`config.mk`:
```
export PLATFORM = sky130hd
export DESIGN_NAME = ssbsr_top
export DESIGN_NICKNAME = d
export VERILOG_FILES = /design/src/rtl/ssbsr_group.v /design/src/rtl/ssbsr_top.v
export VERILOG_INCLUDE_DIRS = /design/src /design/src/rtl
export SDC_FILE = /design/constraint.sdc
export NUM_CORES = 1
export LEC_CHECK = 0
export BUFFER_PORTS_ARGS = -buffer_cell sky130_fd_sc_hd__buf_2
export CORE_UTILIZATION = 58
export CTS_BUF_LIST = sky130_fd_sc_hd__clkbuf_4
export CTS_CLUSTER_SIZE = 40
export DETAILED_ROUTE_END_ITERATION = 8
export GPL_TIMING_DRIVEN = 0
export HOLD_SLACK_MARGIN = 0.06
export PLACE_DENSITY = 0.87
export SLEW_MARGIN = 20
export SYNTH_ARGS = -nofsm -noshare
export SYNTH_HDL_FRONTEND = slang
export SYNTH_SLANG_ARGS = --single-unit
export TNS_END_PERCENT = 1
```
`constraint.sdc`:
```
create_clock -name clk -period 2.4 [get_ports clk]
set_input_delay 0.48 -clock clk [delete_from_list [all_inputs] [get_ports clk]]
set_output_delay 0.48 -clock clk [all_outputs]
set_load 0.02 [all_outputs]
```
`src/rtl/ssbsr_regs.vh`:
```
// Constants for the status byte and service request block
`ifndef SSBSR_REGS_VH
`define SSBSR_REGS_VH
`define SSBSR_BIT_QUES 3
`define SSBSR_BIT_MAV 4
`define SSBSR_BIT_ESB 5
`define SSBSR_BIT_RQS 6
`define SSBSR_BIT_OPER 7
`define SSBSR_ESR_ERR_LO 2
`define SSBSR_ESR_ERR_HI 5
`define SSBSR_PTR_RESET 16'hFFFF
`define SSBSR_NTR_RESET 16'h0000
`define SSBSR_MASK_RESET 16'h0000
`define SSBSR_SRE_RESET 8'h00
`define SSBSR_ESE_RESET 8'h00
`endif

```
`src/rtl/ssbsr_group.v`:
```
// One status group: transition filters, sticky event register, summary
`timescale 1ns/100ps
module ssbsr_group #(
  parameter W = 16
) (
  input wire clk,
  input wire nrst,
  input wire [W-1:0] cond,
  input wire [W-1:0] ptr,
  input wire [W-1:0] ntr,
  input wire [W-1:0] enab,
  input wire evt_rd,
  input wire evt_clr,
  output reg [W-1:0] event_r,
  output wire summary
);
  reg [W-1:0] cond_r;
  genvar i;

  always @(posedge clk or negedge nrst)
  begin
    if (!nrst)
      cond_r <= {W{1'b0}};
    else
      cond_r <= cond;
  end

  // ------------------------------------------------------------
  // Event bits, set wins over read-clear
  // ------------------------------------------------------------
  generate
    for (i = 0; i < W; i = i + 1)
    begin : g_bit
      wire hit;
      assign hit = (ptr[i] & cond[i] & ~cond_r[i]) |
                   (ntr[i] & ~cond[i] & cond_r[i]);
      always @(posedge clk or negedge nrst)
      begin
        if (!nrst)
          event_r[i] <= 1'b0;
        else if (hit)
          event_r[i] <= 1'b1;
        else if (evt_rd | evt_clr)
          event_r[i] <= 1'b0;
      end
    end
  endgenerate

  assign summary = |(event_r & enab);
endmodule

```
`src/rtl/ssbsr_top.v`:
```
// Status byte, group summaries and service request line
//
// Notes on behaviour
// - Status byte bit 4 set while output queue holds a message.
// - Bit 5 summarises standard events; event query returns logged bits.
// - Reading the standard event register clears it.
// - Standard event bits 2 to 5 are error-class events.
// - Any set error bit implies an error queue entry exists; code only flags a missing entry on err_queue_fault.
// - Bit 7 summarises operation group; its event query returns bits.
// - Reading the operation event register clears its bits, except any set in the same cycle.
// - Writing zero to standard event enable clears it.
// - Writing zero to status byte enable clears it; no request.
// - Preset clears operation and questionable enable masks.
// - Masked status byte summary drives the request-service bit.
// - Serial poll releases the asserted service request line.
// - Status byte query leaves request-service bit unchanged.
// - Group enable mask selects which events feed its summary.
// - Power-on: positive filters all ones, negative filters zero.
// - Bit 3 summarises questionable group; its events clear on read.
`timescale 1ns/100ps
`include "ssbsr_regs.vh"
module ssbsr_top #(
  parameter W = 16
) (
  input wire clk,
  input wire nrst,
  input wire msg_avail,
  input wire [7:0] std_evt_set,
  input wire err_queue_nonempty,
  input wire [W-1:0] oper_cond,
  input wire [W-1:0] ques_cond,
  input wire esr_rd,
  input wire oper_evt_rd,
  input wire ques_evt_rd,
  input wire clear_status,
  input wire ese_wr,
  input wire [7:0] ese_wdata,
  input wire sre_wr,
  input wire [7:0] sre_wdata,
  input wire oper_enab_wr,
  input wire ques_enab_wr,
  input wire [W-1:0] enab_wdata,
  input wire oper_ptr_wr,
  input wire oper_ntr_wr,
  input wire ques_ptr_wr,
  input wire ques_ntr_wr,
  input wire [W-1:0] tr_wdata,
  input wire preset,
  input wire serial_poll,
  output reg [7:0] status_summary_byte,
  output reg [7:0] esr_r,
  output wire [W-1:0] oper_event,
  output wire [W-1:0] ques_event,
  output reg [7:0] ese_r,
  output reg [7:0] sre_r,
  output reg [W-1:0] oper_enab_r,
  output reg [W-1:0] ques_enab_r,
  output reg srq_n_out,
  output reg srq_n_oe,
  output wire err_class_event,
  output reg err_queue_fault
);
  reg [W-1:0] oper_ptr_r;
  reg [W-1:0] oper_ntr_r;
  reg [W-1:0] ques_ptr_r;
  reg [W-1:0] ques_ntr_r;
  reg srq_active_r;
  reg rqs_prev_r;
  wire operation_summary_bit;
  wire ques_summary;
  wire esb_summary;
  wire [7:0] stb_nxt;
  wire rqs;

  // ------------------------------------------------------------
  // Operation and questionable groups
  // ------------------------------------------------------------
  ssbsr_group #(.W(W)) u_oper (
    .clk(clk),
    .nrst(nrst),
    .cond(oper_cond),
    .ptr(oper_ptr_r),
    .ntr(oper_ntr_r),
    .enab(oper_enab_r),
    .evt_rd(oper_evt_rd),
    .evt_clr(clear_status),
    .event_r(oper_event),
    .summary(operation_summary_bit)
  );

  ssbsr_group #(.W(W)) u_ques (
    .clk(clk),
    .nrst(nrst),
    .cond(ques_cond),
    .ptr(ques_ptr_r),
    .ntr(ques_ntr_r),
    .enab(ques_enab_r),
    .evt_rd(ques_evt_rd),
    .evt_clr(clear_status),
    .event_r(ques_event),
    .summary(ques_summary)
  );

  // ------------------------------------------------------------
  // Filters and enable masks
  // ------------------------------------------------------------
  always @(posedge clk or negedge nrst)
  begin
    if (!nrst)
    begin
      oper_ptr_r <= `SSBSR_PTR_RESET;
      ques_ptr_r <= `SSBSR_PTR_RESET;
      oper_ntr_r <= `SSBSR_NTR_RESET;
      ques_ntr_r <= `SSBSR_NTR_RESET;
      oper_enab_r <= `SSBSR_MASK_RESET;
      ques_enab_r <= `SSBSR_MASK_RESET;
      ese_r <= `SSBSR_ESE_RESET;
      sre_r <= `SSBSR_SRE_RESET;
    end
    else
    begin
      if (oper_ptr_wr)
        oper_ptr_r <= tr_wdata;
      if (oper_ntr_wr)
        oper_ntr_r <= tr_wdata;
      if (ques_ptr_wr)
        ques_ptr_r <= tr_wdata;
      if (ques_ntr_wr)
        ques_ntr_r <= tr_wdata;
      // Preset overrides a same-cycle enable write
      if (preset)
        oper_enab_r <= `SSBSR_MASK_RESET;
      else if (oper_enab_wr)
        oper_enab_r <= enab_wdata;
      if (preset)
        ques_enab_r <= `SSBSR_MASK_RESET;
      else if (ques_enab_wr)
        ques_enab_r <= enab_wdata;
      if (ese_wr)
        ese_r <= ese_wdata;
      if (sre_wr)
        sre_r <= sre_wdata;
    end
  end

  // ------------------------------------------------------------
  // Standard event register, set wins over read-clear
  // ------------------------------------------------------------
  always @(posedge clk or negedge nrst)
  begin
    if (!nrst)
      esr_r <= 8'h00;
    else if (esr_rd | clear_status)
      esr_r <= std_evt_set;
    else
      esr_r <= esr_r | std_evt_set;
  end

  assign err_class_event =
    |esr_r[`SSBSR_ESR_ERR_HI:`SSBSR_ESR_ERR_LO];

  // Error bit logged without a queue entry; source must keep queue in step
  always @(posedge clk or negedge nrst)
  begin
    if (!nrst)
      err_queue_fault <= 1'b0;
    else
      err_queue_fault <= err_class_event & ~err_queue_nonempty;
  end

  // ------------------------------------------------------------
  // Status byte and request service
  // ------------------------------------------------------------
  assign esb_summary = |(esr_r & ese_r);

  // Bit 6 excluded from the mask so the request cannot hold itself up
  assign stb_nxt = {operation_summary_bit, 1'b0, esb_summary,
                    msg_avail, ques_summary, 3'b000};
  assign rqs = |(stb_nxt & sre_r & 8'hBF);

  always @(posedge clk or negedge nrst)
  begin
    if (!nrst)
    begin
      status_summary_byte <= 8'h00;
      rqs_prev_r <= 1'b0;
      srq_active_r <= 1'b0;
      srq_n_out <= 1'b1;
      srq_n_oe <= 1'b1;
    end
    else
    begin
      // Status byte reads have no side effect on the request bit
      status_summary_byte <= stb_nxt | {1'b0, rqs, 6'h00};
      rqs_prev_r <= rqs;
      if (serial_poll)
        srq_active_r <= 1'b0;
      else if (rqs & ~rqs_prev_r)
        srq_active_r <= 1'b1;
      else if (!rqs)
        srq_active_r <= 1'b0;
      srq_n_out <= 1'b0;
      srq_n_oe <= ~(srq_active_r & ~serial_poll);
    end
  end
endmodule

```
After elaboration in Yosys (flattened, before gate mapping) --
Index checks and enable logic that the tools add are counted.
Storage, ports and cells: output and inout bits 100, word-level logic and storage cells 371, bits in registers 197, bits of input ports 106
Operators by class: bitwise logic cells 240, reduce and logical (&&, ||, !) cells 39, mux-type cells 42, eq/ne operators 1
Operators by type and width (number):
- $and A1 B1 Y1 | 131
- $not A1 Y1 | 68
- $reduce_bool A2 Y1 | 34
- $mux W16 | 4
- $mux W1 | 37
- $or A1 B1 Y1 | 35
- $and A16 B16 Y16 | 2
- $reduce_or A16 Y1 | 2
- $and A8 B8 Y8 | 2
- $mux W8 | 1
- $or A8 B7 Y8 | 1
- $or A8 B8 Y8 | 1
- $reduce_or A8 Y1 | 1
- $reduce_or A7 Y1 | 1
- $reduce_or A4 Y1 | 1
- $ne A3 B2 Y1 const B | 1

Longest topological paths before layout --
word-level depth 7, mapped depth 5, depth with buffers taken out 5

Modules after synthesis --
Synthesis repeated with hierarchy kept, for this count alone.
Unflattened totals: cells, all modules 534, area, all modules 7472.2 um^2
Modules (own cells, without submodules):
- ssbsr_top | sequential area each 3270.6 um^2, times used 1, area an instance 4924.7 um^2, cells an instance 320
- ssbsr_group | sequential area each 800.8 um^2, times used 2, area an instance 1273.7 um^2, cells an instance 107

Worst setup path before layout --
No wires, ideal clock.
path type register to output, start point reg esr_r[5], end point out err_class_event, arrival 1117 ps, required time 1920 ps, stages on the path, launching flop included 2, path buffers 0, slack 803 ps, cell sequence dfrtp_1 -> or4_1
On the way: word-level cells in the longest chain between the ends 1
RTL lines:
- from (decl) | line ssbsr_top.v:51 | output reg [7:0] esr_r,
- from (signal assigned) | line ssbsr_top.v:154 | esr_r <= std_evt_set;
- from (signal assigned) | line ssbsr_top.v:156 | esr_r <= esr_r | std_evt_set;
- $reduce_or A4 Y1 | line ssbsr_top.v:160 | |esr_r[`SSBSR_ESR_ERR_HI:`SSBSR_ESR_ERR_LO];
- to (decl) | line ssbsr_top.v:60 | output wire err_class_event,
Every way passes these cells.

Worst setup path in the final report --
Same ends and word-level chain as after synthesis.

==> reports/summary.txt <==
Max-Cap Viols = 0
combinational share of power = 14.9%
critical path class = flip-flop to output pin
met3 wire length = 1180 um
PD cells = 752 mW/mm^2
CP peak stage delay = 0.54 ns
setup TNS = 0 ns
Clk pwr share = 31.5%
wirelength, routed = 19,300 um
initial antenna violation count = 0
CTS tree = done
Seq/Total Area, Yosys = 66.0%
Design Area, Final = 0.00942 mm^2
slowest stage cell on the critical path = or4_1
CTS buffer count = 17
met1 wire length = 7140 um
internal power = 5.17 mW
final core occ = 77.1%
R2R depth = 5
Worst VDD drop = 476 uV
routed len/inst = 19.9 um
H-tree levels = 4
detailed placer's ending HPWL = 14,100 um
fin nets = 895
Main synth FF type = dfrtp_1
Critical Path Sink = err_class_event
core area = 0.0122 mm^2
DR top layer = met4
ratio of cells with drive above 1 in the final layout = 44.1%
drc violations = 0
PostCTS Resize Cnt = 0
n_diodes = 0
CP Cell Sequence = or4_1 > buf_2
placed cell area = 0.00862 mm^2
Sw Share = 26.9%
commonest non-fill, non-tap cell in the layout = buf_2
total track usage = 31.0%
Initial DRT Pass Iterations = 4
leading area contributor after synthesis = dfrtp_1
Initial Util = 60.5%
Yosys cell types = 26
share of the synthesized area in the top cell type = 53.9%
Slew headroom = 48.7%
row count = 40
clk slew on worst S/H paths = 0.14 ns
flop2flop setup slack = 0.60 ns
worst-margin pin slew = 0.767 ns
Setup Viol. Count Final = 0
Mapped Cells = 531
IO Pins = 206
Sw Pwr = 1.91 mW
fin crit period = 2.22 ns
Syn-to-layout area delta = 27.5%
Area contributors post-synth = dfrtp_1, mux2_2, dfstp_2, mux2i_1, nand2_1
synthesis-stage register bit count = 193
Root Driver = clkbuf_4
area occupied by multi-input gates = 0.00241 mm^2
Vias = 5,372
latest clock arrival within the worst-skew pair = 0.60 ns
met2 WL = 10,400 um
DRT antenna net count = 0
post-CTS setup buffer count = 0
crit path DAT = 1.74 ns
Worst setup EP type = output pin
startpoint types = flip-flop
CP required = 1.92 ns
Fmax = 451 MHz
outcome = completed
chip height = 115 um
Die Area = 0.0132 mm^2
Clock Tree Buf Depth = 2
Post-synth EDFFs = 0
clock sinks = 193
async set or reset register ratio after synthesis = 100%
Ys Warns = 0
GPL Wtd Cong = 0.805
FF/Latch Area = 0.00487 mm^2
port bufs = 194
Slew Limit Fails = 0
CP Launch Point = esr_r[5]
most frequent cells in the layout = buf_2, dfrtp_1, mux2_2
number of global-route vias before repair = 5,673
initial DRC count = 385
Vias/cell = 5.54
mapped cell area = 0.00739 mm^2
first-pass GRT wire length = 29,700 um
origin of the critical flop-to-flop path = u_oper.event_r[0]
total grt overflow = 0
Worst Path Max Fanout = 4
FILL cells = 797
final hold violations = 0
RSZ-0062 raised after global routing = no
Avg Inst Size Synth = 13.9 um^2
Lkg Pwr = 4.45 nW
FF-to-FF End = srq_active_r
clock skew = 0.0220 ns
register share of total power = 53.6%
HP Class = input port to flip-flop
largest net degree at the start of global routing = 111
Final Cycle Share = 92.4%
chip width = 115 um
[logic make-up (layout without fill, tap and decap cells)]
family                 Yosys count  count (layout)  synth area share [%]
DFF                            193             193                  66.0
and+or+nand+nor                138             138                  8.89
muxes                          112             112                  16.5
AOI/OAI and AO/OA               63              63                  7.03
buffers and inverters           24             292                  1.52
other                            1               4                0.0508
[state kept, by name (all words and copies together) (netlist names)]
signal	flops
srq_active_r	1
ese_r	8
u_oper.cond_r	16
u_ques.cond_r	16
ques_ntr_r	16
oper_ntr_r	16
sre_r	8
srq_n_out	1
oper_ptr_r	16
esr_r	8
srq_n_oe	1
ques_ptr_r	16
oper_enab_r	16
status_summary_byte	5
err_queue_fault	1
u_ques.event_r	16
u_oper.event_r	16
ques_enab_r	16
[worst min path at each step]
stage                           end  cells after the start  slack (ns)            from
floorplan           err_queue_fault                      0        0.18            nrst
global placement           srq_n_oe                      1        0.39    srq_active_r
detailed placement         srq_n_oe                      1        0.39    srq_active_r
CTS                        esr_r[7]                      2        0.06  std_evt_set[7]
global route               esr_r[7]                      2        0.06  std_evt_set[7]
finish                     esr_r[7]                      2        0.08  std_evt_set[7]
[metrics by stage]
stage	power [mW]	hold slack (ns)	std cells	worst slack [ns]
2_1_floorplan	4.35	0.184	534	0.803
3_3_place_gp	4.79	0.387	896	-1.89
3_5_place_dp	4.86	0.386	897	0.206
4_1_cts	7.09	0.0607	970	0.155
5_1_grt	7.34	0.0628	970	0.101
6_report	7.08	0.0827	970	0.182
[power groups by stage]
stage	combinational (mW)	clock [mW]	sequential [mW]
global route	1.15	2.37	3.83
CTS	1.06	2.24	3.79
floorplan	0.390	0	3.96
detailed placement	1.01	0	3.85
global placement	0.961	0	3.83
finish	1.06	2.23	3.80
[layer usage]
metal	GRT usage [%]	up-vias
li1	-	2405
met1	35.3	2709
met2	55.5	213
met3	6.64	45
met4	14.9	0
met5	0	-
[Yosys cell counts (all sizes together), types with 3 or more instances]
cell type	count
dfrtp	159
mux2	80
nand2	64
nor2	35
dfstp	34
mux2i	32
nand3b	32
o211ai	32
buf	12
clkbuf	11
a22o	9
a21o	8
a221oi	8
a22oi	4
nand4	3
[worst max-delay path, delay by kind of cell (launching register included)]
family	cells	cell delay [ns]
buf+inv	1	0.18
flops	1	0.44
simple gates	1	0.54
[final cells by class]
type	instances	area share [%]
sequential	193	51.7
tap	168	2.23
buffer	23	1.16
multi-input combinational	317	25.6
timing repair buffer	236	15.1
inverter	1	0.0399
clock inverter	15	2.80
clock buffer	17	1.36
[repair_timing]
item / 4_1_cts / 5_1_grt
setup endpoints to repair: 0 / 0
endpoints found under the hold margin: 111 / 0
hold buffers: 41 / 0
(Power assumes the default switching activity.)
